--- config.mk ---
export PLATFORM = sky130hd
export DESIGN_NAME = tmr2_top
export DESIGN_NICKNAME = d
export VERILOG_FILES = /design/src/verilog/tmr2_pkg.sv /design/src/verilog/tmr2_edge.sv /design/src/verilog/tmr2_top.sv
export VERILOG_INCLUDE_DIRS = /design/src /design/src/verilog
export SDC_FILE = /design/constraint.sdc
export NUM_CORES = 1
export LEC_CHECK = 0
export ABC_CLOCK_PERIOD_IN_PS = 4350
export BUFFER_PORTS_ARGS = -buffer_cell sky130_fd_sc_hd__buf_4
export CORE_ASPECT_RATIO = 0.6
export CORE_UTILIZATION = 57
export CTS_BUF_LIST = sky130_fd_sc_hd__clkbuf_16
export DETAILED_ROUTE_END_ITERATION = 7
export HOLD_SLACK_MARGIN = 0.08
export PLACE_DENSITY_LB_ADDON = 0.15
export SYNTH_ARGS = -nofsm -noshare
export SYNTH_HDL_FRONTEND = slang
export SYNTH_SLANG_ARGS = --single-unit
--- constraint.sdc ---
create_clock -name MCLK -period 4.35 [get_ports MCLK]
set_clock_uncertainty 0.05 [all_clocks]
set_input_delay 0.2175 -clock MCLK [delete_from_list [all_inputs] [get_ports MCLK]]
set_output_delay 0.2175 -clock MCLK [all_outputs]
set_load 0.02 [all_outputs]
--- src/verilog/tmr2_map.svh ---
// Purpose: offsets, fields, reset values and counts of the timer 2 block
// Assumes: classic wishbone, 32-bit data, word offsets
// Notes:   definitions only
`ifndef TMR2_MAP_SVH
`define TMR2_MAP_SVH
// ----------------------------------------
// register byte offsets
// ----------------------------------------
`define TMR2_OFS_CTRL     4'h0
`define TMR2_OFS_MODE     4'h4
`define TMR2_OFS_COUNT    4'h8
`define TMR2_OFS_RELOAD   4'hc
// ----------------------------------------
// control and mode field positions
// ----------------------------------------
`define TMR2_B_OVF        7
`define TMR2_B_EXTF       6
`define TMR2_B_RXSEL      5
`define TMR2_B_TXSEL      4
`define TMR2_B_EXEN       3
`define TMR2_B_RUN        2
`define TMR2_B_CTSEL      1
`define TMR2_B_CAPSEL     0
`define TMR2_B_CLKOE      1
`define TMR2_B_DOWN_COUNT_ENABLE       0
// ----------------------------------------
// reset values and counts
// ----------------------------------------
`define TMR2_CTRL_RST     8'h00
`define TMR2_MODE_RST     8'h00
`define TMR2_CNT_MAX      16'hffff
`define TMR2_MC_CLKS      3'h6
`define TMR2_BAUD_DIV     4'hf
`endif

--- src/verilog/tmr2_pkg.sv ---
// Purpose: types shared by the timer 2 files
// Assumes: nothing beyond the map header
// Notes:   the package holds types only
`default_nettype none
package tmr2_pkg;
   typedef struct packed {
      logic ovf;
      logic extf;
      logic rxsel;
      logic txsel;
      logic exen;
      logic run;
      logic ctsel;
      logic capsel;
   } tmr2_ctrl_t;
   typedef enum logic [1:0] {
      TMR2_OFF,
      TMR2_CAPTURE,
      TMR2_RELOAD,
      TMR2_BAUD
   } tmr2_mode_t;
endpackage
`default_nettype wire

--- src/verilog/tmr2_edge.sv ---
// Purpose: falling edge finder for the trigger pin, sampled per machine cycle
// Assumes: pin synchronous to the clock
// Notes:   high one sample, low the next, pulse on the third cycle
`default_nettype none
module tmr2_edge (
   input  wire logic MCLK,     // clock
   input  wire logic RESETN,   // sync reset, low
   input  wire logic tick,     // machine cycle strobe
   input  wire logic pin,      // trigger level
   output logic      fall      // one-cycle pulse
);
   logic prev_q;
   logic cur_q;

   always_ff @(posedge MCLK) begin
      if (!RESETN) begin
         prev_q <= 1'b0;
         cur_q  <= 1'b0;
      end else if (tick) begin
         prev_q <= cur_q;
         cur_q  <= pin;
      end
   end

   // pulse on the tick after the low sample; a registered copy would miss that tick
   assign fall = tick & prev_q & ~cur_q;
endmodule
`default_nettype wire

--- src/verilog/tmr2_top.sv ---
// Purpose: third 16-bit timer/counter with capture, reload, clock-out and baud modes
// Assumes: classic wishbone slave, pins synchronous to MCLK, 6 clocks per machine cycle
// Notes:   registers at word offsets, single-cycle ack
//
// Summary of operation
// capture mode without trigger: plain 16-bit timer/counter, overflow sets flag.
// capture mode with trigger: falling edge copies count into reload registers.
// qualifying edge sets ext flag; both flags drive shared interrupt request.
// capture mode never reloads the counter; counting continues.
// software services each capture before the next trigger edge.
// down count enable resets to 0; when set, pin level selects direction.
// counting up reaches ffff, overflow sets flag and loads reload value.
// reload mode with trigger, no down count: edge reloads and sets ext flag.
// edge recognition: high sample, low sample, flag set third machine cycle.
// up/down with pin high counts up, overflow at ffff reloads, sets flag.
// pin low counts down; equal to reload underflows, loads ffff, sets flag.
// in up/down mode ext flag toggles on each overflow or underflow.
// software clears counter select, sets clock enable and run for clock-out.
// clock-out toggles pin on each roll-over, giving osc/(2*(65536-reload)).
// clock-out roll-overs raise no interrupt.
// tx and rx select bits pick timer 2 or timer 1 baud source independently.
// baud mode roll-over reloads the 16-bit counter from reload registers.
// baud mode with internal clock counts every oscillator clock.
// uart baud tick equals timer 2 overflow rate divided by 16.
// baud mode roll-over sets no overflow flag and requests no interrupt.
// baud mode trigger edge sets ext flag without reloading.
// software stops the timer before touching counter or reload registers.
// flags stay set until software clears them; a set wins over a clear.
// any baud select forces auto-reload, ignoring capture select.
// the timer runs only while run control is set.
`default_nettype none
`include "tmr2_map.svh"
module tmr2_top (
   input  wire logic        MCLK,      // 250 MHz clock
   input  wire logic        RESETN,    // sync reset, low
   input  wire logic        WB_CYC_I,  // bus cycle
   input  wire logic        WB_STB_I,  // strobe
   input  wire logic        WB_WE_I,   // write
   input  wire logic [3:0]  WB_ADR_I,  // byte address
   input  wire logic [3:0]  WB_SEL_I,  // byte lanes
   input  wire logic [31:0] WB_DAT_I,  // write data
   output logic      [31:0] WB_DAT_O,  // read data
   output logic             WB_ACK_O,  // ack
   input  wire logic        TRIG_I,    // ext trigger pin level
   input  wire logic        CLKIO_I,   // clock io pin level
   output logic             CLKIO_O,   // clock io pin drive value
   output logic             CLKIO_OE,  // clock io pin drive enable
   input  wire logic        T1_TX_I,   // timer 1 tx baud tick
   input  wire logic        T1_RX_I,   // timer 1 rx baud tick
   output logic             TX_BAUD_O, // uart tx baud tick
   output logic             RX_BAUD_O, // uart rx baud tick
   output logic             IRQ_O      // shared timer 2 request
);
   tmr2_pkg::tmr2_ctrl_t ctrl_q;
   logic [1:0]   tmod_q;
   logic [15:0]  cnt_q;
   logic [15:0]  rld_q;
   logic [2:0]   mc_q;
   logic         mc_tick;
   logic         fall;
   logic         pin_q;
   logic         pin_fall;
   logic         clk_q;
   logic [3:0]   div_q;
   logic         ovf_pulse_q;
   logic         div_tick;
   tmr2_pkg::tmr2_mode_t mode;
   logic         baud_any;
   logic         clkout;
   logic         inc;
   logic         up;
   logic         roll;
   logic         wr;
   logic         rd;

   // ----------------------------------------
   // mode decode
   // ----------------------------------------
   assign baud_any = ctrl_q.rxsel | ctrl_q.txsel;
   assign clkout   = tmod_q[`TMR2_B_CLKOE] & ~ctrl_q.ctsel & ~baud_any;
   always_comb begin
      if (!ctrl_q.run) begin
         mode = tmr2_pkg::TMR2_OFF;
      end else if (baud_any) begin
         mode = tmr2_pkg::TMR2_BAUD;
      end else if (ctrl_q.capsel && !clkout) begin
         mode = tmr2_pkg::TMR2_CAPTURE;
      end else begin
         mode = tmr2_pkg::TMR2_RELOAD;
      end
   end

   // ----------------------------------------
   // count sources
   // ----------------------------------------
   always_ff @(posedge MCLK) begin
      if (!RESETN || mc_q == `TMR2_MC_CLKS - 3'h1) begin
         mc_q <= 3'h0;
      end else begin
         mc_q <= mc_q + 3'h1;
      end
   end
   assign mc_tick = (mc_q == 3'h0);

   always_ff @(posedge MCLK) begin
      if (!RESETN) begin
         pin_q <= 1'b0;
      end else begin
         pin_q <= CLKIO_I;
      end
   end
   // counter input disabled while the pin is driven out
   assign pin_fall = pin_q & ~CLKIO_I & ~clkout;

   tmr2_edge u_edge (
      .MCLK   (MCLK),
      .RESETN (RESETN),
      .tick   (mc_tick),
      .pin    (TRIG_I),
      .fall   (fall)
   );

   always_comb begin
      if (mode == tmr2_pkg::TMR2_OFF) begin
         inc = 1'b0;
      end else if (ctrl_q.ctsel) begin
         inc = pin_fall;
      end else if (mode == tmr2_pkg::TMR2_BAUD || clkout) begin
         inc = 1'b1;
      end else begin
         inc = mc_tick;
      end
   end
   // direction by pin only in plain reload mode with down count
   assign up   = !(mode == tmr2_pkg::TMR2_RELOAD && tmod_q[`TMR2_B_DOWN_COUNT_ENABLE] && !clkout
                   && !TRIG_I);
   assign roll = inc && (up ? (cnt_q == `TMR2_CNT_MAX) : (cnt_q == rld_q));

   // ----------------------------------------
   // bus decode
   // ----------------------------------------
   assign wr = WB_CYC_I & WB_STB_I & WB_WE_I & ~WB_ACK_O;
   assign rd = WB_CYC_I & WB_STB_I & ~WB_WE_I & ~WB_ACK_O;

   // ----------------------------------------
   // counter
   // ----------------------------------------
   always_ff @(posedge MCLK) begin
      if (!RESETN) begin
         cnt_q <= 16'h0000;
      end else if (wr && WB_ADR_I == `TMR2_OFS_COUNT) begin
         if (WB_SEL_I[0]) cnt_q[7:0]  <= WB_DAT_I[7:0];
         if (WB_SEL_I[1]) cnt_q[15:8] <= WB_DAT_I[15:8];
      end else if (roll) begin
         unique case (mode)
            tmr2_pkg::TMR2_CAPTURE: cnt_q <= 16'h0000;
            tmr2_pkg::TMR2_BAUD:    cnt_q <= rld_q;
            tmr2_pkg::TMR2_RELOAD:  cnt_q <= up ? rld_q : `TMR2_CNT_MAX;
            tmr2_pkg::TMR2_OFF:     cnt_q <= cnt_q;
         endcase
      end else if (mode == tmr2_pkg::TMR2_RELOAD && ctrl_q.exen && fall
                   && !tmod_q[`TMR2_B_DOWN_COUNT_ENABLE] && !clkout) begin
         cnt_q <= rld_q;
      end else if (inc) begin
         cnt_q <= up ? cnt_q + 16'h0001 : cnt_q - 16'h0001;
      end
   end

   // ----------------------------------------
   // reload / capture register
   // ----------------------------------------
   always_ff @(posedge MCLK) begin
      if (!RESETN) begin
         rld_q <= 16'h0000;
      end else if (mode == tmr2_pkg::TMR2_CAPTURE && ctrl_q.exen && fall) begin
         rld_q <= cnt_q;
      end else if (wr && WB_ADR_I == `TMR2_OFS_RELOAD) begin
         // writes in baud mode may collide with a reload
         if (WB_SEL_I[0]) rld_q[7:0]  <= WB_DAT_I[7:0];
         if (WB_SEL_I[1]) rld_q[15:8] <= WB_DAT_I[15:8];
      end
   end

   // ----------------------------------------
   // control, mode bits and flags
   // ----------------------------------------
   always_ff @(posedge MCLK) begin
      if (!RESETN) begin
         ctrl_q <= `TMR2_CTRL_RST;
         tmod_q <= 2'b00;
      end else begin
         if (wr && WB_ADR_I == `TMR2_OFS_CTRL && WB_SEL_I[0]) begin
            ctrl_q <= WB_DAT_I[7:0];
         end
         if (wr && WB_ADR_I == `TMR2_OFS_MODE && WB_SEL_I[0]) begin
            tmod_q <= WB_DAT_I[1:0];
         end
         // hardware set wins over a software clear in the same cycle
         if (roll && (mode == tmr2_pkg::TMR2_CAPTURE
                      || (mode == tmr2_pkg::TMR2_RELOAD && !clkout))) begin
            ctrl_q.ovf <= 1'b1;
         end
         if (roll && mode == tmr2_pkg::TMR2_RELOAD && tmod_q[`TMR2_B_DOWN_COUNT_ENABLE] && !clkout) begin
            ctrl_q.extf <= ~ctrl_q.extf;
         end else if (fall && ctrl_q.exen && mode != tmr2_pkg::TMR2_OFF && !clkout
                      && !(mode == tmr2_pkg::TMR2_RELOAD && tmod_q[`TMR2_B_DOWN_COUNT_ENABLE])) begin
            ctrl_q.extf <= 1'b1;
         end
      end
   end

   // ----------------------------------------
   // clock out and baud ticks
   // ----------------------------------------
   always_ff @(posedge MCLK) begin
      if (!RESETN) begin
         clk_q    <= 1'b0;
         CLKIO_O  <= 1'b0;
         CLKIO_OE <= 1'b0;
      end else begin
         if (roll && clkout) begin
            clk_q <= ~clk_q;
         end
         CLKIO_O  <= clk_q;
         CLKIO_OE <= clkout;
      end
   end

   always_ff @(posedge MCLK) begin
      if (!RESETN) begin
         div_q       <= 4'h0;
         ovf_pulse_q <= 1'b0;
      end else begin
         ovf_pulse_q <= roll && mode == tmr2_pkg::TMR2_BAUD;
         if (roll && mode == tmr2_pkg::TMR2_BAUD) begin
            div_q <= (div_q == `TMR2_BAUD_DIV) ? 4'h0 : div_q + 4'h1;
         end
      end
   end
   assign div_tick = ovf_pulse_q && (div_q == 4'h0);

   always_ff @(posedge MCLK) begin
      if (!RESETN) begin
         TX_BAUD_O <= 1'b0;
         RX_BAUD_O <= 1'b0;
         IRQ_O     <= 1'b0;
      end else begin
         TX_BAUD_O <= ctrl_q.txsel ? div_tick : T1_TX_I;
         RX_BAUD_O <= ctrl_q.rxsel ? div_tick : T1_RX_I;
         IRQ_O     <= ctrl_q.ovf | ctrl_q.extf;
      end
   end

   // ----------------------------------------
   // bus answer
   // ----------------------------------------
   always_ff @(posedge MCLK) begin
      if (!RESETN) begin
         WB_ACK_O <= 1'b0;
         WB_DAT_O <= 32'h00000000;
      end else begin
         WB_ACK_O <= wr | rd;
         if (rd) begin
            unique case (WB_ADR_I)
               `TMR2_OFS_CTRL:   WB_DAT_O <= {24'h000000, ctrl_q};
               `TMR2_OFS_MODE:   WB_DAT_O <= {30'h0, tmod_q};
               `TMR2_OFS_COUNT:  WB_DAT_O <= {16'h0000, cnt_q};
               `TMR2_OFS_RELOAD: WB_DAT_O <= {16'h0000, rld_q};
               default:          WB_DAT_O <= 32'h00000000;
            endcase
         end
      end
   end
endmodule
`default_nettype wire
== After elaboration in Yosys (flattened, before gate mapping) ==
Cells that the tools add are included.

* Eq/ne operators: 13
* Bitwise operators: 23
* Add/subtract/negate cells: 4
* Mux-type cells: 26
* Reduce and logical (&&, ||, !) cells: 52

{| class="wikitable"
|+ Operators by type and width
! cell !! count
|-
| 16-bit two-way mux || 8
|-
| 16-bit one-hot mux with 4 select lines || 1
|-
| 16-bit one-hot mux with 3 select lines || 1
|-
| 1-bit logical AND || 29
|-
| 8-bit two-way mux || 3
|-
| 16-bit by 1-bit adder with 16-bit output, second input constant || 1
|-
| 16-bit equality test || 1
|-
| 16-bit equality test, second input constant || 1
|-
| 16-bit by 1-bit subtractor with 16-bit output, second input constant || 1
|-
| 4-bit equality test, second input constant || 3
|-
| 1-bit bitwise AND || 11
|-
| 2-bit nonzero test || 5
|-
| 1-bit two-way mux || 9
|-
| 1-bit NOT || 9
|-
| 4-bit zero test || 2
|-
| 2-bit two-way mux || 3
|-
| 3-bit AND reduction || 2
|-
| 1-bit zero test || 5
|-
| 4-bit by 1-bit adder with 4-bit output, second input constant || 1
|-
| 2-bit equality test, second input constant || 2
|-
| 4-bit by 3-bit equality test with 1-bit output, second input constant || 1
|-
| 4-bit two-way mux || 1
|-
| 2-bit inequality test, second input constant || 2
|-
| 2-bit AND reduction || 2
|-
| other kinds (10) || 14
|}

* Bits in registers: 92

== Depth between registers and ports, before layout ==
Gate-level depths: netlist of the first run.

* Word-level depth: 18
* Depth in mapped cells: 15
* Gate-level depth less buffers: 12

== By module ==
A second synthesis of the first run with hierarchy kept.

* Cells, all modules: 636
* Area total of the unflattened synthesis: 4835.9 um^2

{| class="wikitable"
|+ By module, submodules not included
! module !! instances !! cells each !! area each (um^2) !! seq. area each (um^2)
|-
| tmr2_top || 1 || 628 || 4755.8 || 1481.4
|-
| tmr2_edge || 1 || 8 || 80.1 || 40.0
|}

== Worst setup path before layout of the first run ==
OpenSTA, ideal clock, no wires.

* Kind: register -> register
* Start point: reg tmod_q[0]
* End point: reg cnt_q[8]
* Slack: 1.142 ns
* Period minus slack after synthesis: 3.208 ns
* Stages on the path, launching flop included: 15
* Arrival time: 3.098 ns
* Required time: 4.240 ns
* Cell sequence: dfxtp_1 and4bb_4 and3_1 buf_2 clkbuf_1 xnor2_1 ha_1 or4_1 or4_1 o32ai_1 xnor2_1 o21a_1 mux2i_1 nand3_1 nand2_1

* Longest elaborated chain between the ends: 8

{| class="wikitable"
|+ Ends and longest elaborated chain
! what !! line !! text
|-
| start, declared || tmr2_top.sv:55 || <nowiki>logic [1:0] tmod_q;</nowiki>
|-
| start signal, assigned || tmr2_top.sv:196 || <nowiki>tmod_q <= WB_DAT_I[1:0];</nowiki>
|-
| 1-bit logical AND (3 in a row) || tmr2_top.sv:135 || <nowiki>assign up = !(mode == tmr2_pkg::TMR2_RELOAD && tmod_q[`TMR2_B_DOWN_COUNT_ENABLE] && !clkout</nowiki>
|-
| 16-bit two-way mux || tmr2_top.sv:165 || <nowiki>cnt_q <= up ? cnt_q + 16'h0001 : cnt_q - 16'h0001;</nowiki>
|-
| 16-bit two-way mux || tmr2_top.sv:164 || <nowiki>end else if (inc) begin</nowiki>
|-
| 16-bit two-way mux || tmr2_top.sv:161 || <nowiki>end else if (mode == tmr2_pkg::TMR2_RELOAD && ctrl_q.exen && fall</nowiki>
|-
| 16-bit two-way mux || tmr2_top.sv:154 || <nowiki>end else if (roll) begin</nowiki>
|-
| 16-bit two-way mux || tmr2_top.sv:151 || <nowiki>end else if (wr && WB_ADR_I == `TMR2_OFS_COUNT) begin</nowiki>
|-
| end signal, assigned || tmr2_top.sv:153 || <nowiki>if (WB_SEL_I[1]) cnt_q[15:8] <= WB_DAT_I[15:8];</nowiki>
|-
| end signal, assigned || tmr2_top.sv:163 || <nowiki>cnt_q <= rld_q;</nowiki>
|-
| end signal, assigned || tmr2_top.sv:165 ||
|-
| end, declared || tmr2_top.sv:56 || <nowiki>logic [15:0] cnt_q;</nowiki>
|}

Parallel ways exist; a longest one is shown, timed or not. The select of a mux whose other input is x is not followed.
A chain may end at the register's enable or synchronous reset.

== Worst setup path in the final report of the first run ==
* Start point: reg ctrl_q[1] (netlist bit)
* End point: reg cnt_q[9]

* Longest elaborated chain between the ends: 17

{| class="wikitable"
|+ Ends and longest elaborated chain
! what !! line !! text
|-
| start, declared || tmr2_top.sv:54 || <nowiki>tmr2_pkg::tmr2_ctrl_t ctrl_q;</nowiki>
|-
| start signal, assigned || tmr2_top.sv:189 || <nowiki>ctrl_q <= `TMR2_CTRL_RST;</nowiki>
|-
| start signal, assigned || tmr2_top.sv:193 || <nowiki>ctrl_q <= WB_DAT_I[7:0];</nowiki>
|-
| parallel branches: the longest is 17 deep, another holds 2-bit two-way mux || n/a ||
|}

Several ways; the timed one is not identified. The select of a mux whose other input is x is not followed.

==> impl_results.html, run 1 <==
<table>
<tr><th>Metric</th><th>Value</th></tr>
<tr><th colspan="2">Global routing</th></tr>
<tr><td>Number of global-route vias before repair</td><td>4156</td></tr>
<tr><td>Global-route wire length before repair</td><td>23000 um</td></tr>
<tr><td>Congestion Overflow GR</td><td>0</td></tr>
<tr><td>Overall Global Routing Usage</td><td>0.319</td></tr>
<tr><td>Number of antenna violations at the first check in global routing</td><td>0</td></tr>
<tr><td>Largest net degree at the start of global routing</td><td>79</td></tr>
<tr><th colspan="2">Power</th></tr>
<tr><td>Total power density per cell area</td><td>264 mW/mm^2</td></tr>
<tr><td>Lkg Pwr</td><td>about 2.4 nW</td></tr>
<tr><td>Max rail drop VDD</td><td>0.172 mV</td></tr>
<tr><th colspan="2">Synth</th></tr>
<tr><td>Portion of netlist area occupied by mux cells</td><td>0.0878</td></tr>
<tr><td>Sequential-to-total area share from yosys stat</td><td>0.297</td></tr>
<tr><td>Unique masters post-synth</td><td>75</td></tr>
<tr><td>Dominant combinational cell family by area after synthesis</td><td>simple AND/OR/NAND/NOR gates</td></tr>
<tr><td>Combined area of all synthesized cells</td><td>just over 0.005 sq mm</td></tr>
<tr><td>Count of warnings emitted by yosys</td><td>0</td></tr>
<tr><td>Most used flip-flop cell after synthesis</td><td>sky130_fd_sc_hd__dfxtp_1</td></tr>
<tr><td>Number of synthesized register bits</td><td>76</td></tr>
<tr><td>Simple-gate portion of the synthesized area</td><td>0.259</td></tr>
<tr><td>Count of mapped cells out of synthesis</td><td>624</td></tr>
<tr><td>Mean instance size in the synthesized netlist</td><td>8.22 sq um</td></tr>
<tr><td>Fraction of the mapped netlist area in adder cells</td><td>0.0146</td></tr>
<tr><td>Async set or reset register ratio after synthesis</td><td>0</td></tr>
<tr><td>Xor and xnor fraction of the mapped netlist area</td><td>0.0324</td></tr>
<tr><td>Post-synthesis compound-gate area fraction</td><td>0.229</td></tr>
<tr><td>Post-synth EDFFs</td><td>0</td></tr>
<tr><th colspan="2">Critical path</th></tr>
<tr><td>Critical path data required time</td><td>4.50 ns</td></tr>
<tr><td>Endpoint arrival time on the critical path</td><td>3.57 ns</td></tr>
<tr><td>Crit Path Max Fanout</td><td>20</td></tr>
<tr><td>Reg2Reg Launch Point</td><td>ctrl_q[1]</td></tr>
<tr><td>Worst setup EP type</td><td>flop</td></tr>
<tr><td>Depth of the worst register-to-register path</td><td>9</td></tr>
<tr><td>Slack of the worst reg-to-reg path</td><td>0.94 ns</td></tr>
<tr><td>Critical path start-end classification</td><td>reg -&gt; reg</td></tr>
<tr><td>Reg-to-reg endpoint</td><td>cnt_q[9]</td></tr>
<tr><td>Crit start category</td><td>flop</td></tr>
<tr><th colspan="2">Finish</th></tr>
<tr><td>Ant diodes</td><td>0</td></tr>
<tr><td>Layout Nets</td><td>about 700</td></tr>
<tr><td>Fraction of layout instances using a drive strength above 1</td><td>0.160</td></tr>
<tr><td>Area overhead of the layout relative to synthesis</td><td>11.4%</td></tr>
<tr><td>Post-Layout Inst Area</td><td>between 0.005 and 0.006 sq mm</td></tr>
<tr><td>Filler cell count in the final layout</td><td>roughly 740</td></tr>
<tr><th colspan="2">Routing</th></tr>
<tr><td>Number of design rule violations left after detail routing</td><td>0</td></tr>
<tr><td>Number of iterations in the first detailed-routing pass</td><td>6</td></tr>
<tr><td>Number of vias per cell after detailed routing</td><td>between 6 and 7</td></tr>
<tr><td>Iteration-0 DRC Markers</td><td>489</td></tr>
<tr><td>Routed wire length per instance</td><td>19.4 um</td></tr>
<tr><td>Total length of routed wires</td><td>~15000 um</td></tr>
<tr><td>Vias post-DR</td><td>4882</td></tr>
<tr><td>Final ANT Viol Nets</td><td>0</td></tr>
<tr><th colspan="2">Clock tree</th></tr>
<tr><td>Root buf cell</td><td>sky130_fd_sc_hd__clkbuf_16</td></tr>
<tr><td>Buffer count from post-CTS setup fixing</td><td>0</td></tr>
<tr><td>Clock transition at the register clock pins on the worst setup and hold paths after CTS</td><td>approximately 0.06 ns</td></tr>
<tr><td>Clock Sinks</td><td>76</td></tr>
<tr><td>Clock buffers created by TritonCTS</td><td>9</td></tr>
<tr><td>Post_cts resized</td><td>0</td></tr>
<tr><td>Clock Tree Buf Depth</td><td>2</td></tr>
<tr><td>Count of hold-fix buffers inserted at cts</td><td>1</td></tr>
<tr><td>Number of H-tree branching levels</td><td>3</td></tr>
<tr><td>Worst skew pair latency</td><td>0.34 ns</td></tr>
<tr><td>TritonCTS clock tree</td><td>yes</td></tr>
<tr><th colspan="2">Worst hold path</th></tr>
<tr><td>WHS Path Cells</td><td>3</td></tr>
<tr><td>Hold_sp</td><td>T1_RX_I</td></tr>
<tr><td>End of the worst hold path</td><td>RX_BAUD_O</td></tr>
<tr><td>Hold Path Class</td><td>in -&gt; reg</td></tr>
<tr><th colspan="2">STA</th></tr>
<tr><td>Pins Over Slew Limit</td><td>0</td></tr>
<tr><td>Setup repair after global routing missed its margin</td><td>false</td></tr>
<tr><td>Worst hold margin</td><td>0.0873 ns</td></tr>
<tr><td>Maximum clock frequency</td><td>0.293 GHz</td></tr>
<tr><td>Pin slew with the least headroom to its limit</td><td>1.29 ns</td></tr>
<tr><td>Clock period minus final worst setup slack</td><td>3.41 ns</td></tr>
<tr><td>Setup_tns</td><td>0 ns</td></tr>
<tr><td>Setup violation total in the final timing report</td><td>0</td></tr>
<tr><td>Hold violation total from the final report</td><td>0</td></tr>
<tr><td>Worst relative slew slack</td><td>0.135</td></tr>
<tr><td>Part of the cycle the worst path needs</td><td>0.785</td></tr>
<tr><th colspan="2">Floorplanning</th></tr>
<tr><td>Std-Cell Rows</td><td>26</td></tr>
<tr><td>Floorplan die height</td><td>75.5 um</td></tr>
<tr><td>Width of the die</td><td>124 um</td></tr>
<tr><td>Placeable core area</td><td>0.00862 sq mm</td></tr>
<tr><td>Die ar.</td><td>0.00939 sq mm</td></tr>
<tr><td>Effective utilization at floorplan</td><td>0.595</td></tr>
<tr><td># IOs</td><td>87</td></tr>
<tr><th colspan="2">Flow run</th></tr>
<tr><td>Number of max-capacitance violations reported</td><td>0</td></tr>
<tr><th colspan="2">Placement</th></tr>
<tr><td>HPWL Detailed</td><td>~11000 um</td></tr>
<tr><td>Placed inst area</td><td>around 0.0054 sq mm</td></tr>
<tr><td>Count of input and output buffers</td><td>52</td></tr>
<tr><td>Routability Congestion</td><td>~0.95</td></tr>
<tr><th colspan="2">Status</th></tr>
<tr><td>Result of the run</td><td>complete, no violations</td></tr>
</table>
worst max-delay path by stage:
stage	startpoint	to	slack, ns	depth (start not counted)
after floorplan	tmod_q[0]	cnt_q[8]	1.14	14
after CTS	ctrl_q[1]	cnt_q[9]	1.01	9
after detailed placement	ctrl_q[1]	cnt_q[9]	1.03	9
after global placement	ctrl_q[1]	cnt_q[11]	1.12	9
final	ctrl_q[1]	cnt_q[9]	0.94	9
after global routing	mc_q[0]	cnt_q[12]	0.73	10
synthesized netlist by cell type (3+ instances only):
cell | n | area (sq um)
sky130_fd_sc_hd__o21ai_1 | 3 | 15.0
sky130_fd_sc_hd__or3_1 | 6 | 37.5
sky130_fd_sc_hd__dfxtp_1 | 76 | 1520
sky130_fd_sc_hd__a21boi_1 | 3 | 22.5
sky130_fd_sc_hd__nor2_1 | 27 | 101
sky130_fd_sc_hd__buf_4 | 17 | 128
sky130_fd_sc_hd__nor3b_1 | 4 | 30.0
sky130_fd_sc_hd__nor3_1 | 23 | 115
sky130_fd_sc_hd__nand2_1 | 62 | 233
sky130_fd_sc_hd__a2111oi_0 | 6 | 52.6
sky130_fd_sc_hd__ha_1 | 6 | 75.1
sky130_fd_sc_hd__nand4_1 | 12 | 75.1
sky130_fd_sc_hd__a21boi_0 | 3 | 22.5
sky130_fd_sc_hd__mux2i_1 | 36 | 360
sky130_fd_sc_hd__o22ai_1 | 7 | 43.8
sky130_fd_sc_hd__a221oi_2 | 5 | 75.1
sky130_fd_sc_hd__and3_1 | 10 | 62.6
sky130_fd_sc_hd__o211ai_1 | 7 | 52.6
sky130_fd_sc_hd__mux2_2 | 4 | 45.0
sky130_fd_sc_hd__nor4_1 | 7 | 43.8
sky130_fd_sc_hd__or4_1 | 4 | 30.0
sky130_fd_sc_hd__o31ai_1 | 3 | 22.5
sky130_fd_sc_hd__nand3b_1 | 3 | 22.5
sky130_fd_sc_hd__inv_1 | 15 | 56.3
sky130_fd_sc_hd__nand3_1 | 18 | 90.1
sky130_fd_sc_hd__inv_2 | 3 | 11.3
sky130_fd_sc_hd__o21ai_0 | 34 | 170
sky130_fd_sc_hd__a21oi_1 | 8 | 40.0
sky130_fd_sc_hd__xnor2_1 | 10 | 87.6
sky130_fd_sc_hd__a211oi_1 | 9 | 67.6
sky130_fd_sc_hd__a31oi_1 | 6 | 37.5
sky130_fd_sc_hd__xor2_1 | 9 | 78.8
sky130_fd_sc_hd__buf_1 | 4 | 15.0
sky130_fd_sc_hd__buf_2 | 6 | 30.0
sky130_fd_sc_hd__nor2b_1 | 40 | 250
sky130_fd_sc_hd__clkbuf_1 | 39 | 146
sky130_fd_sc_hd__nand2b_1 | 3 | 18.8
sky130_fd_sc_hd__a22oi_1 | 16 | 120
sky130_fd_sc_hd__o21a_1 | 5 | 37.5
sky130_fd_sc_hd__o211a_1 | 17 | 170
sky130_fd_sc_hd__and2_1 | 9 | 56.3
flip-flops by register name, summed over array words and instances, names as in the netlist, 2 cells and up:
signal,flops
cnt_q,16
tmod_q,2
WB_DAT_O,16
div_q,4
ctrl_q,8
mc_q,3
rld_q,16
critical path, cell delays in order (launching register included):
cell and delay (ns):
sky130_fd_sc_hd__dfxtp_1 0.37, sky130_fd_sc_hd__nand2b_1 0.41, sky130_fd_sc_hd__and3_1 0.28, sky130_fd_sc_hd__buf_4 0.26, sky130_fd_sc_hd__nor4_1 0.10, sky130_fd_sc_hd__o21ai_1 0.99
sky130_fd_sc_hd__buf_4 0.33, sky130_fd_sc_hd__nand2_1 0.14, sky130_fd_sc_hd__a211oi_1 0.27, sky130_fd_sc_hd__a211oi_1 0.08
stage by stage:
step | setup slack (ns) | power, mW | cells | util
after CTS | 1.01 | 1.51 | 760 | 0.663
final | 0.937 | 1.51 | 760 | 0.663
after floorplan | 1.14 | 0.804 | 639 | -
after global routing | 0.725 | 1.55 | 760 | 0.663
after detailed placement | 1.03 | 0.836 | 743 | 0.630
after global placement | 1.12 | 0.833 | 743 | 0.630
kinds of logic after synthesis:
group	Yosys count
muxes	42
buffers and inverters	86
other	1
AOI/OAI and AO/OA	150
and+or+nand+nor	244
adders and majority gates	6
xor gates and xnor gates	19
DFF	76
final cells by class:
type	instances	area [sq um]	area share
Multi-Input combinational cell	477	3250	0.570
Sequential cell	76	1520	0.266
Timing Repair Buffer	61	460	0.0806
Clock buffer	9	225	0.0394
Tap cell	112	140	0.0245
Inverter	18	67.6	0.0118
Clock inverter	7	42.5	0.00745
per-layer routing:
metal  vias up  GRT usage  share of wire  wire length (um)
li1       2287          -              -                 -
met3        29      0.103           0.11              1690
met5         -          0              0                 0
met4         0     0.0803          0.015               225
met2       272      0.459           0.40              5930
met1      2294      0.460           0.47              6930
report_power, final:
| part | total [mW] | switching, mW | leakage, nW | internal, mW |
|---|---|---|---|---|
| sequential | 0.712 | 0.00804 | 0.614 | 0.704 |
| clock | 0.683 | 0.300 | 0.131 | 0.383 |
| combinational | 0.111 | 0.0666 | 1.63 | 0.0449 |
| total | 1.51 | 0.374 | 2.38 | 1.13 |
cells in the final DEF (no fill, tap or decap), drive strengths merged, types with 12 or more instances in the layout:
cell   netlist  final
a22oi       16     16
buf         29     60
conb         1     16
dfxtp       76     76
inv         18     19
mux2i       36     36
nand2       62     62
nand3       18     18
nand4       12     12
nor2        27     27
nor2b       41     41
nor3        24     24
o211a       17     17
o21ai       38     38
(Power assumes the default switching activity.)
==> run 2: changes to the inputs <==
--- a/config.mk
+++ b/config.mk
@@ -6,10 +6,11 @@
 export SDC_FILE = /design/constraint.sdc
 export NUM_CORES = 1
 export LEC_CHECK = 0
-export ABC_CLOCK_PERIOD_IN_PS = 4350
+export ABC_AREA = 1
+export ABC_CLOCK_PERIOD_IN_PS = 2900
 export BUFFER_PORTS_ARGS = -buffer_cell sky130_fd_sc_hd__buf_4
 export CORE_ASPECT_RATIO = 0.6
-export CORE_UTILIZATION = 57
+export CORE_UTILIZATION = 52
 export CTS_BUF_LIST = sky130_fd_sc_hd__clkbuf_16
 export DETAILED_ROUTE_END_ITERATION = 7
 export HOLD_SLACK_MARGIN = 0.08
==> constraint.sdc (replaced) <==
create_clock -name MCLK -period 2.9 [get_ports MCLK]
set_clock_uncertainty 0.05 [all_clocks]
set_input_delay 0.145 -clock MCLK [delete_from_list [all_inputs] [get_ports MCLK]]
set_output_delay 0.145 -clock MCLK [all_outputs]
set_load 0.02 [all_outputs]
==> impl_results.html, run 2 <==
<table>
<tr><th>Metric</th><th>Value</th></tr>
<tr><th colspan="2">STA</th></tr>
<tr><td>Clock period minus final worst setup slack</td><td>approximately 2.7 ns</td></tr>
<tr><td>Setup repair after global routing missed its margin</td><td>true</td></tr>
<tr><td>Worst hold margin</td><td>0.0918 ns</td></tr>
<tr><td>Hold violation total from the final report</td><td>0</td></tr>
<tr><td>Pin slew with the least headroom to its limit</td><td>between 0.7 and 0.8 ns</td></tr>
<tr><td>Setup violation total in the final timing report</td><td>0</td></tr>
<tr><td>Part of the cycle the worst path needs</td><td>0.929</td></tr>
<tr><td>Pins Over Slew Limit</td><td>0</td></tr>
<tr><td>Setup_tns</td><td>0 ns</td></tr>
<tr><td>Worst relative slew slack</td><td>0.505</td></tr>
<tr><td>Final setup slack of the worst path</td><td>just over 0.2 ns</td></tr>
<tr><td>Maximum clock frequency</td><td>0.371 GHz</td></tr>
<tr><th colspan="2">Global routing</th></tr>
<tr><td>Number of global-route vias before repair</td><td>roughly 5400</td></tr>
<tr><td>Global-route wire length before repair</td><td>29200 um</td></tr>
<tr><td>Congestion Overflow GR</td><td>0</td></tr>
<tr><td>Number of antenna violations at the first check in global routing</td><td>0</td></tr>
<tr><td>Overall Global Routing Usage</td><td>0.351</td></tr>
<tr><td>Largest net degree at the start of global routing</td><td>44</td></tr>
<tr><th colspan="2">Critical path</th></tr>
<tr><td>Critical path's top delay family</td><td>simple AND/OR/NAND/NOR gates</td></tr>
<tr><td>WP buf/inv</td><td>2</td></tr>
<tr><td>Crit start category</td><td>flop</td></tr>
<tr><td>Endpoint arrival time on the critical path</td><td>around 2.9 ns</td></tr>
<tr><td>Stages on the worst setup path</td><td>16</td></tr>
<tr><td>Depth of the worst register-to-register path</td><td>16</td></tr>
<tr><td>Crit Path Max Fanout</td><td>18</td></tr>
<tr><td>Slack of the worst reg-to-reg path</td><td>roughly 0.21 ns</td></tr>
<tr><td>Critical path endpoint</td><td>div_q[3]</td></tr>
<tr><td>Series of cell instances along the critical path</td><td>nor2_2 &gt; nand3_2 &gt; nor2_4 &gt; nand3_2 &gt; buf_4 &gt; nand2_1 &gt; nand4_1 &gt; nor2_1 &gt; nand2_1 &gt; nor2_2 &gt; nand2_2 &gt; buf_4 &gt; nor2_8 &gt; nand3_1 &gt; nand3_1 &gt; a21oi_1</td></tr>
<tr><td>Critical path start-end classification</td><td>reg -&gt; reg</td></tr>
<tr><td>Critical path data required time</td><td>3.06 ns</td></tr>
<tr><td>Reg2Reg Launch Point</td><td>ctrl_q[4]</td></tr>
<tr><td>Worst setup EP type</td><td>flop</td></tr>
<tr><td>Reg-to-reg endpoint</td><td>div_q[3]</td></tr>
<tr><td>Biggest cell delay along the critical path</td><td>0.32 ns</td></tr>
<tr><td>Master of the slowest instance on the critical path</td><td>sky130_fd_sc_hd__dfxtp_1</td></tr>
<tr><td>Start point of the critical path</td><td>ctrl_q[4]</td></tr>
<tr><th colspan="2">Routing</th></tr>
<tr><td>Total length of routed wires</td><td>18500 um</td></tr>
<tr><td>Routed wire length per instance</td><td>between 15 and 20 um</td></tr>
<tr><td>Number of design rule violations left after detail routing</td><td>0</td></tr>
<tr><td>Number of vias per cell after detailed routing</td><td>~5.6</td></tr>
<tr><td>Iteration-0 DRC Markers</td><td>roughly 960</td></tr>
<tr><td>Final ANT Viol Nets</td><td>0</td></tr>
<tr><td>Number of iterations in the first detailed-routing pass</td><td>5</td></tr>
<tr><td>Vias post-DR</td><td>roughly 6300</td></tr>
<tr><th colspan="2">Power</th></tr>
<tr><td>Total power density per cell area</td><td>369 mW/mm^2</td></tr>
<tr><td>Max rail drop VDD</td><td>0.303 mV</td></tr>
<tr><td>Lkg Pwr</td><td>3.01 nW</td></tr>
<tr><th colspan="2">Status</th></tr>
<tr><td>Result of the run</td><td>complete, no violations</td></tr>
<tr><th colspan="2">Synth</th></tr>
<tr><td>Top cells by count, synth</td><td>242 x sky130_fd_sc_hd__nand2_1, 127 x sky130_fd_sc_hd__inv_1, 91 x sky130_fd_sc_hd__nor2_1, 76 x sky130_fd_sc_hd__dfxtp_1, 66 x sky130_fd_sc_hd__nand3_1</td></tr>
<tr><td>Biggest area consumer among synthesized cells</td><td>sky130_fd_sc_hd__dfxtp_1</td></tr>
<tr><td>Sequential-to-total area share from yosys stat</td><td>0.277</td></tr>
<tr><td>Most frequent cell after synthesis</td><td>sky130_fd_sc_hd__nand2_1</td></tr>
<tr><td>Synth area leaders</td><td>sky130_fd_sc_hd__dfxtp_1 28%, sky130_fd_sc_hd__nand2_1 17%, sky130_fd_sc_hd__inv_1 8.7%</td></tr>
<tr><td>Combined area of all synthesized cells</td><td>0.00550 sq mm</td></tr>
<tr><td>Post-synth EDFFs</td><td>0</td></tr>
<tr><td>Mean instance size in the synthesized netlist</td><td>roughly 6 sq um</td></tr>
<tr><td>Most used flip-flop cell after synthesis</td><td>sky130_fd_sc_hd__dfxtp_1</td></tr>
<tr><td>Async set or reset register ratio after synthesis</td><td>0</td></tr>
<tr><td>Unique masters post-synth</td><td>between 40 and 50</td></tr>
<tr><td>Number of synthesized register bits</td><td>76</td></tr>
<tr><td>Area share of the largest cell type after synthesis</td><td>0.277</td></tr>
<tr><td>Count of mapped cells out of synthesis</td><td>920</td></tr>
<tr><td>Count of warnings emitted by yosys</td><td>0</td></tr>
<tr><th colspan="2">Finish</th></tr>
<tr><td>Top Registers</td><td>WB_DAT_O: 16 flops, cnt_q: 16 flops, rld_q: 16 flops</td></tr>
<tr><td>Ant diodes</td><td>0</td></tr>
<tr><td>Final core area utilization</td><td>0.636</td></tr>
<tr><td>Area overhead of the layout relative to synthesis</td><td>16.4%</td></tr>
<tr><td>Most common cell after layout, fill and taps aside</td><td>sky130_fd_sc_hd__nand2_1</td></tr>
<tr><td>Leading cell types in the layout, fill and taps excluded</td><td>241 x sky130_fd_sc_hd__nand2_1, 127 x sky130_fd_sc_hd__inv_1, 91 x sky130_fd_sc_hd__nor2_1</td></tr>
<tr><td>Layout Nets</td><td>around 1000</td></tr>
<tr><td>Fraction of layout instances using a drive strength above 1</td><td>0.124</td></tr>
<tr><th colspan="2">Clock tree</th></tr>
<tr><td>Clock transition at the register clock pins on the worst setup and hold paths after CTS</td><td>0.07 ns</td></tr>
<tr><td>Worst skew pair latency</td><td>0.34 ns</td></tr>
<tr><td>Number of H-tree branching levels</td><td>3</td></tr>
<tr><td>Clock Sinks</td><td>76</td></tr>
<tr><td>Clock Tree Buf Depth</td><td>2</td></tr>
<tr><td>Clock buffers created by TritonCTS</td><td>9</td></tr>
<tr><td>Root buf cell</td><td>sky130_fd_sc_hd__clkbuf_16</td></tr>
<tr><td>TritonCTS clock tree</td><td>yes</td></tr>
<tr><th colspan="2">Flow run</th></tr>
<tr><td>Number of max-capacitance violations reported</td><td>0</td></tr>
<tr><th colspan="2">Worst hold path</th></tr>
<tr><td>Hold_sp</td><td>WB_DAT_I[13]</td></tr>
<tr><td>Hold Path Class</td><td>in -&gt; reg</td></tr>
<tr><th colspan="2">Floorplanning</th></tr>
<tr><td>Effective utilization at floorplan</td><td>0.547</td></tr>
<tr><td>Width of the die</td><td>135 um</td></tr>
<tr><td>Placeable core area</td><td>0.0101 sq mm</td></tr>
<tr><td>Floorplan die height</td><td>81.6 um</td></tr>
<tr><td>Std-Cell Rows</td><td>28</td></tr>
<tr><td># IOs</td><td>87</td></tr>
<tr><td>Die ar.</td><td>0.0110 sq mm</td></tr>
<tr><th colspan="2">Placement</th></tr>
<tr><td>HPWL Detailed</td><td>14000 um</td></tr>
<tr><td>Routability Congestion</td><td>0.990</td></tr>
<tr><td>Dpl ws</td><td>between 0.15 and 0.2 ns</td></tr>
<tr><td>Count of input and output buffers</td><td>52</td></tr>
</table>
[run 2: cell types whose count changed in the layout (fill, tap and decap cells not counted), moves of 11 or more]
cell,before,now
sky130_fd_sc_hd__buf_4,60,81
sky130_fd_sc_hd__a22oi_1,16,0
sky130_fd_sc_hd__nand3_1,18,65
sky130_fd_sc_hd__nand2_1,62,241
sky130_fd_sc_hd__inv_1,15,127
sky130_fd_sc_hd__o211a_1,17,0
sky130_fd_sc_hd__o22ai_1,7,18
sky130_fd_sc_hd__mux2i_1,36,0
sky130_fd_sc_hd__a21oi_1,8,64
sky130_fd_sc_hd__nor2b_1,40,0
sky130_fd_sc_hd__nor2_1,27,91
sky130_fd_sc_hd__o21ai_0,34,61
[run 2: worst min-delay path: stages]
cell and delay, ns:
sky130_fd_sc_hd__buf_4 0.12, sky130_fd_sc_hd__a21oi_1 0.12, sky130_fd_sc_hd__a211oi_1 0.05
[run 2: where the power goes]
part / total [mW] / internal (mW) / switching, mW / leakage [nW]
clock network: 1.13 / 0.604 / 0.529 / 0.141
registers: 1.06 / 1.06 / 0.00795 / 0.614
logic: 0.161 / 0.0580 / 0.103 / 2.26
total: 2.36 / 1.72 / 0.640 / 3.01
[run 2: worst min-delay path by stage]
stage | endpoint | cells past startpoint
6_report | rld_q[13] | 3
5_1_grt | ctrl_q[4] | 3
4_1_cts | rld_q[14] | 3
3_5_place_dp | pin_q | 3
3_3_place_gp | pin_q | 3
2_1_floorplan | pin_q | 2
[run 2: metrics by stage]
step           power, mW  area, sq um  std cells
2_1_floorplan       1.18         5550        935
3_3_place_gp        1.23         6010       1094
3_5_place_dp        1.23         6010       1094
4_1_cts             2.36         6380       1118
5_1_grt             2.42         6390       1119
6_report            2.36         6390       1119
[run 2: routing by layer]
| metal | vias up | track usage | part of all wire |
|---|---|---|---|
| li1 | 3069 | - | - |
| met1 | 2774 | 0.527 | 0.47 |
| met2 | 433 | 0.458 | 0.36 |
| met3 | 26 | 0.137 | 0.16 |
| met4 | 0 | 0.0640 | 0.0083 |
| met5 | - | 0 | 0 |
[run 2: layout make-up]
| class | instances | area, sq um |
|---|---|---|
| tap | 135 | 169 |
| inverter | 132 | 495 |
| clock inverter | 7 | 65.1 |
| clock buffer | 9 | 225 |
| fill | 979 | 3660 |
| timing repair buffer | 89 | 688 |
| multi-input combinational | 671 | 3230 |
| sequential | 76 | 1520 |
[run 2: cell families (layout without fill, tap and decap cells)]
group           Yosys count  in the layout  synth area share
simple gates            455            455             0.355
compound gates          184            184             0.190
other cells               1             16          0.000682
flops                    76             76             0.277
xor+xnor                 10             10            0.0159
fa+ha+maj                 6              6            0.0137
buf+inv                 188            237             0.148
[run 2: repair_timing]
action | in CTS | in global routing
setup endpoints to repair | 0 | 23
endpoints found under the hold margin | 10 | 0
buffers inserted | 0 | 1
gates resized for setup | 0 | 4
hold buffers | 8 | 0
==> run 3: changes to the inputs <==
--- a/config.mk
+++ b/config.mk
@@ -15,6 +15,7 @@
 export DETAILED_ROUTE_END_ITERATION = 7
 export HOLD_SLACK_MARGIN = 0.08
 export PLACE_DENSITY_LB_ADDON = 0.15
+export RECOVER_POWER = 100
 export SYNTH_ARGS = -nofsm -noshare
 export SYNTH_HDL_FRONTEND = slang
 export SYNTH_SLANG_ARGS = --single-unit
==> impl_results.html, run 3 (synthesized netlist as in run 2, its figures left out) <==
<table>
<tr><th>Metric</th><th>Value</th></tr>
<tr><th colspan="2">Critical path</th></tr>
<tr><td>Critical path data required time</td><td>approximately 3.1 ns</td></tr>
<tr><td>Critical path start-end classification</td><td>reg -&gt; reg</td></tr>
<tr><td>Biggest cell delay along the critical path</td><td>0.32 ns</td></tr>
<tr><td>Critical path's top delay family</td><td>simple AND/OR/NAND/NOR gates</td></tr>
<tr><td>WP buf/inv</td><td>2</td></tr>
<tr><td>Crit Path Max Fanout</td><td>18</td></tr>
<tr><td>Master of the slowest instance on the critical path</td><td>sky130_fd_sc_hd__dfxtp_1</td></tr>
<tr><td>Series of cell instances along the critical path</td><td>nor2_2 &gt; nand3_2 &gt; nor2_4 &gt; nand3_2 &gt; buf_4 &gt; nand2_1 &gt; nand4_1 &gt; nor2_1 &gt; nand2_1 &gt; nor2_2 &gt; nand2_2 &gt; buf_4 &gt; nor2_8 &gt; nand3_1 &gt; nand3_1 &gt; a21oi_1</td></tr>
<tr><td>Worst setup EP type</td><td>flop</td></tr>
<tr><td>Crit start category</td><td>flop</td></tr>
<tr><td>Endpoint arrival time on the critical path</td><td>between 2 and 3 ns</td></tr>
<tr><th colspan="2">Finish</th></tr>
<tr><td>Top Registers</td><td>WB_DAT_O: 16 flops, cnt_q: 16 flops, rld_q: 16 flops</td></tr>
<tr><td>Most common cell after layout, fill and taps aside</td><td>sky130_fd_sc_hd__nand2_1</td></tr>
<tr><td>Filler cell count in the final layout</td><td>1011</td></tr>
<tr><td>Area overhead of the layout relative to synthesis</td><td>14.5%</td></tr>
<tr><td>Leading cell types in the layout, fill and taps excluded</td><td>241 x sky130_fd_sc_hd__nand2_1, 127 x sky130_fd_sc_hd__inv_1, 91 x sky130_fd_sc_hd__nor2_1</td></tr>
<tr><td>Ant diodes</td><td>0</td></tr>
<tr><td>Layout Nets</td><td>between 1000 and 1500</td></tr>
<tr><td>Fraction of layout instances using a drive strength above 1</td><td>0.0986</td></tr>
<tr><th colspan="2">STA</th></tr>
<tr><td>Setup_tns</td><td>0 ns</td></tr>
<tr><td>Clock period minus final worst setup slack</td><td>2.71 ns</td></tr>
<tr><td>Worst relative slew slack</td><td>0.512</td></tr>
<tr><td>Pin slew with the least headroom to its limit</td><td>roughly 0.73 ns</td></tr>
<tr><td>Worst hold margin</td><td>0.0926 ns</td></tr>
<tr><td>Part of the cycle the worst path needs</td><td>0.934</td></tr>
<tr><td>Pins Over Slew Limit</td><td>0</td></tr>
<tr><td>Setup violation total in the final timing report</td><td>0</td></tr>
<tr><td>Maximum clock frequency</td><td>approximately 0.37 GHz</td></tr>
<tr><td>Setup repair after global routing missed its margin</td><td>true</td></tr>
<tr><td>Hold violation total from the final report</td><td>0</td></tr>
<tr><th colspan="2">Floorplanning</th></tr>
<tr><td>Placeable core area</td><td>between 0.01 and 0.015 sq mm</td></tr>
<tr><td>Die ar.</td><td>0.0110 sq mm</td></tr>
<tr><td>Width of the die</td><td>135 um</td></tr>
<tr><td>Std-Cell Rows</td><td>28</td></tr>
<tr><td>Effective utilization at floorplan</td><td>0.547</td></tr>
<tr><td># IOs</td><td>between 80 and 90</td></tr>
<tr><td>Floorplan die height</td><td>81.6 um</td></tr>
<tr><th colspan="2">Clock tree</th></tr>
<tr><td>Worst skew pair latency</td><td>roughly 0.34 ns</td></tr>
<tr><td>Clock Tree Buf Depth</td><td>2</td></tr>
<tr><td>Number of H-tree branching levels</td><td>3</td></tr>
<tr><td>Clock buffers created by TritonCTS</td><td>9</td></tr>
<tr><td>Clock Sinks</td><td>76</td></tr>
<tr><td>Root buf cell</td><td>sky130_fd_sc_hd__clkbuf_16</td></tr>
<tr><td>TritonCTS clock tree</td><td>yes</td></tr>
<tr><td>Clock transition at the register clock pins on the worst setup and hold paths after CTS</td><td>0.07 ns</td></tr>
<tr><th colspan="2">Placement</th></tr>
<tr><td>Routability Congestion</td><td>slightly below 1</td></tr>
<tr><td>Count of input and output buffers</td><td>52</td></tr>
<tr><td>HPWL Detailed</td><td>14000 um</td></tr>
<tr><th colspan="2">Routing</th></tr>
<tr><td>Iteration-0 DRC Markers</td><td>836</td></tr>
<tr><td>Final ANT Viol Nets</td><td>0</td></tr>
<tr><td>Number of vias per cell after detailed routing</td><td>5.66</td></tr>
<tr><td>Number of design rule violations left after detail routing</td><td>0</td></tr>
<tr><td>Vias post-DR</td><td>approximately 6300</td></tr>
<tr><td>Total length of routed wires</td><td>18500 um</td></tr>
<tr><td>Number of iterations in the first detailed-routing pass</td><td>6</td></tr>
<tr><td>Routed wire length per instance</td><td>roughly 17 um</td></tr>
<tr><th colspan="2">Global routing</th></tr>
<tr><td>Number of global-route vias before repair</td><td>roughly 5400</td></tr>
<tr><td>Congestion Overflow GR</td><td>0</td></tr>
<tr><td>Overall Global Routing Usage</td><td>0.351</td></tr>
<tr><td>Largest net degree at the start of global routing</td><td>44</td></tr>
<tr><td>Global-route wire length before repair</td><td>29200 um</td></tr>
<tr><td>Number of antenna violations at the first check in global routing</td><td>0</td></tr>
<tr><th colspan="2">Worst hold path</th></tr>
<tr><td>Hold Path Class</td><td>in -&gt; reg</td></tr>
<tr><th colspan="2">Power</th></tr>
<tr><td>Lkg Pwr</td><td>2.91 nW</td></tr>
<tr><td>Total power density per cell area</td><td>373 mW/mm^2</td></tr>
<tr><td>Max rail drop VDD</td><td>between 0.3 and 0.4 mV</td></tr>
<tr><th colspan="2">Status</th></tr>
<tr><td>Result of the run</td><td>complete, no violations</td></tr>
<tr><th colspan="2">Flow run</th></tr>
<tr><td>Number of max-capacitance violations reported</td><td>0</td></tr>
</table>
[run 3: changes by cell type in the layout (fill, tap and decap cells not counted)]
cell / before / now
sky130_fd_sc_hd__clkbuf_2: 0 / 2
sky130_fd_sc_hd__clkbuf_1: 0 / 24
sky130_fd_sc_hd__clkbuf_4: 0 / 1
sky130_fd_sc_hd__nand3_2: 3 / 2
sky130_fd_sc_hd__nand3_1: 65 / 66
sky130_fd_sc_hd__buf_4: 81 / 54
[run 3: cell type report]
cell class	count	area [sq um]	share of cell area
clock buffer	9	225	0.0358
multi-input combinational	671	3230	0.512
clock inverter	7	65.1	0.0103
tap	135	169	0.0268
sequential	76	1520	0.242
inverter	132	495	0.0787
timing repair buffer	89	593	0.0942
[run 3: power by group]
| group | total (mW) | internal (mW) | switching, mW |
|---|---|---|---|
| Clock | 1.13 | 0.603 | 0.525 |
| Sequential | 1.06 | 1.06 | 0.00800 |
| Combinational | 0.159 | 0.0557 | 0.103 |
| Total | 2.35 | 1.71 | 0.636 |
[run 3: tightest hold or removal path, delay by kind of cell]
family                 cells  cell delay (ns)
buffers and inverters      2             0.18
and+or+nand+nor            3             0.11
[run 3: timing repair]
item | CTS | global route
setup buffers | 0 | 1
setup endpoints to repair | 0 | 23
hold buffers | 8 | 0
resized for setup | 0 | 4
hold endpoints to repair | 10 | 0
[run 3: stage by stage]
| stage | cells | setup slack [ns] | power [mW] | util | instance area, sq um |
|---|---|---|---|---|---|
| 4_1_cts | 1118 | 0.179 | 2.36 | 0.634 | 6380 |
| 2_1_floorplan | 935 | 0.613 | 1.18 | - | 5550 |
| 5_1_grt | 1119 | -0.0384 | 2.42 | 0.626 | 6290 |
| 3_5_place_dp | 1094 | 0.196 | 1.23 | 0.597 | 6010 |
| 6_report | 1119 | 0.192 | 2.35 | 0.626 | 6290 |
| 3_3_place_gp | 1094 | 0.215 | 1.23 | 0.597 | 6010 |
[run 3: path summary, 6_finish.rpt]
path,from,end,slack (ns),cells after the start
max,ctrl_q[4],div_q[3],0.19,16
min,WB_STB_I,WB_ACK_O,0.09,5
max reg2reg,ctrl_q[4],div_q[3],0.19,16
min reg2reg,clk_q,CLKIO_O,0.39,2
[run 3: per-layer routing]
metal / global-route usage / share of wire / up-vias
li1: - / - / 3069
met1: 0.527 / 0.47 / 2806
met2: 0.458 / 0.36 / 436
met3: 0.137 / 0.17 / 18
met4: 0.0640 / 0.0066 / 0
met5: 0 / 0 / -
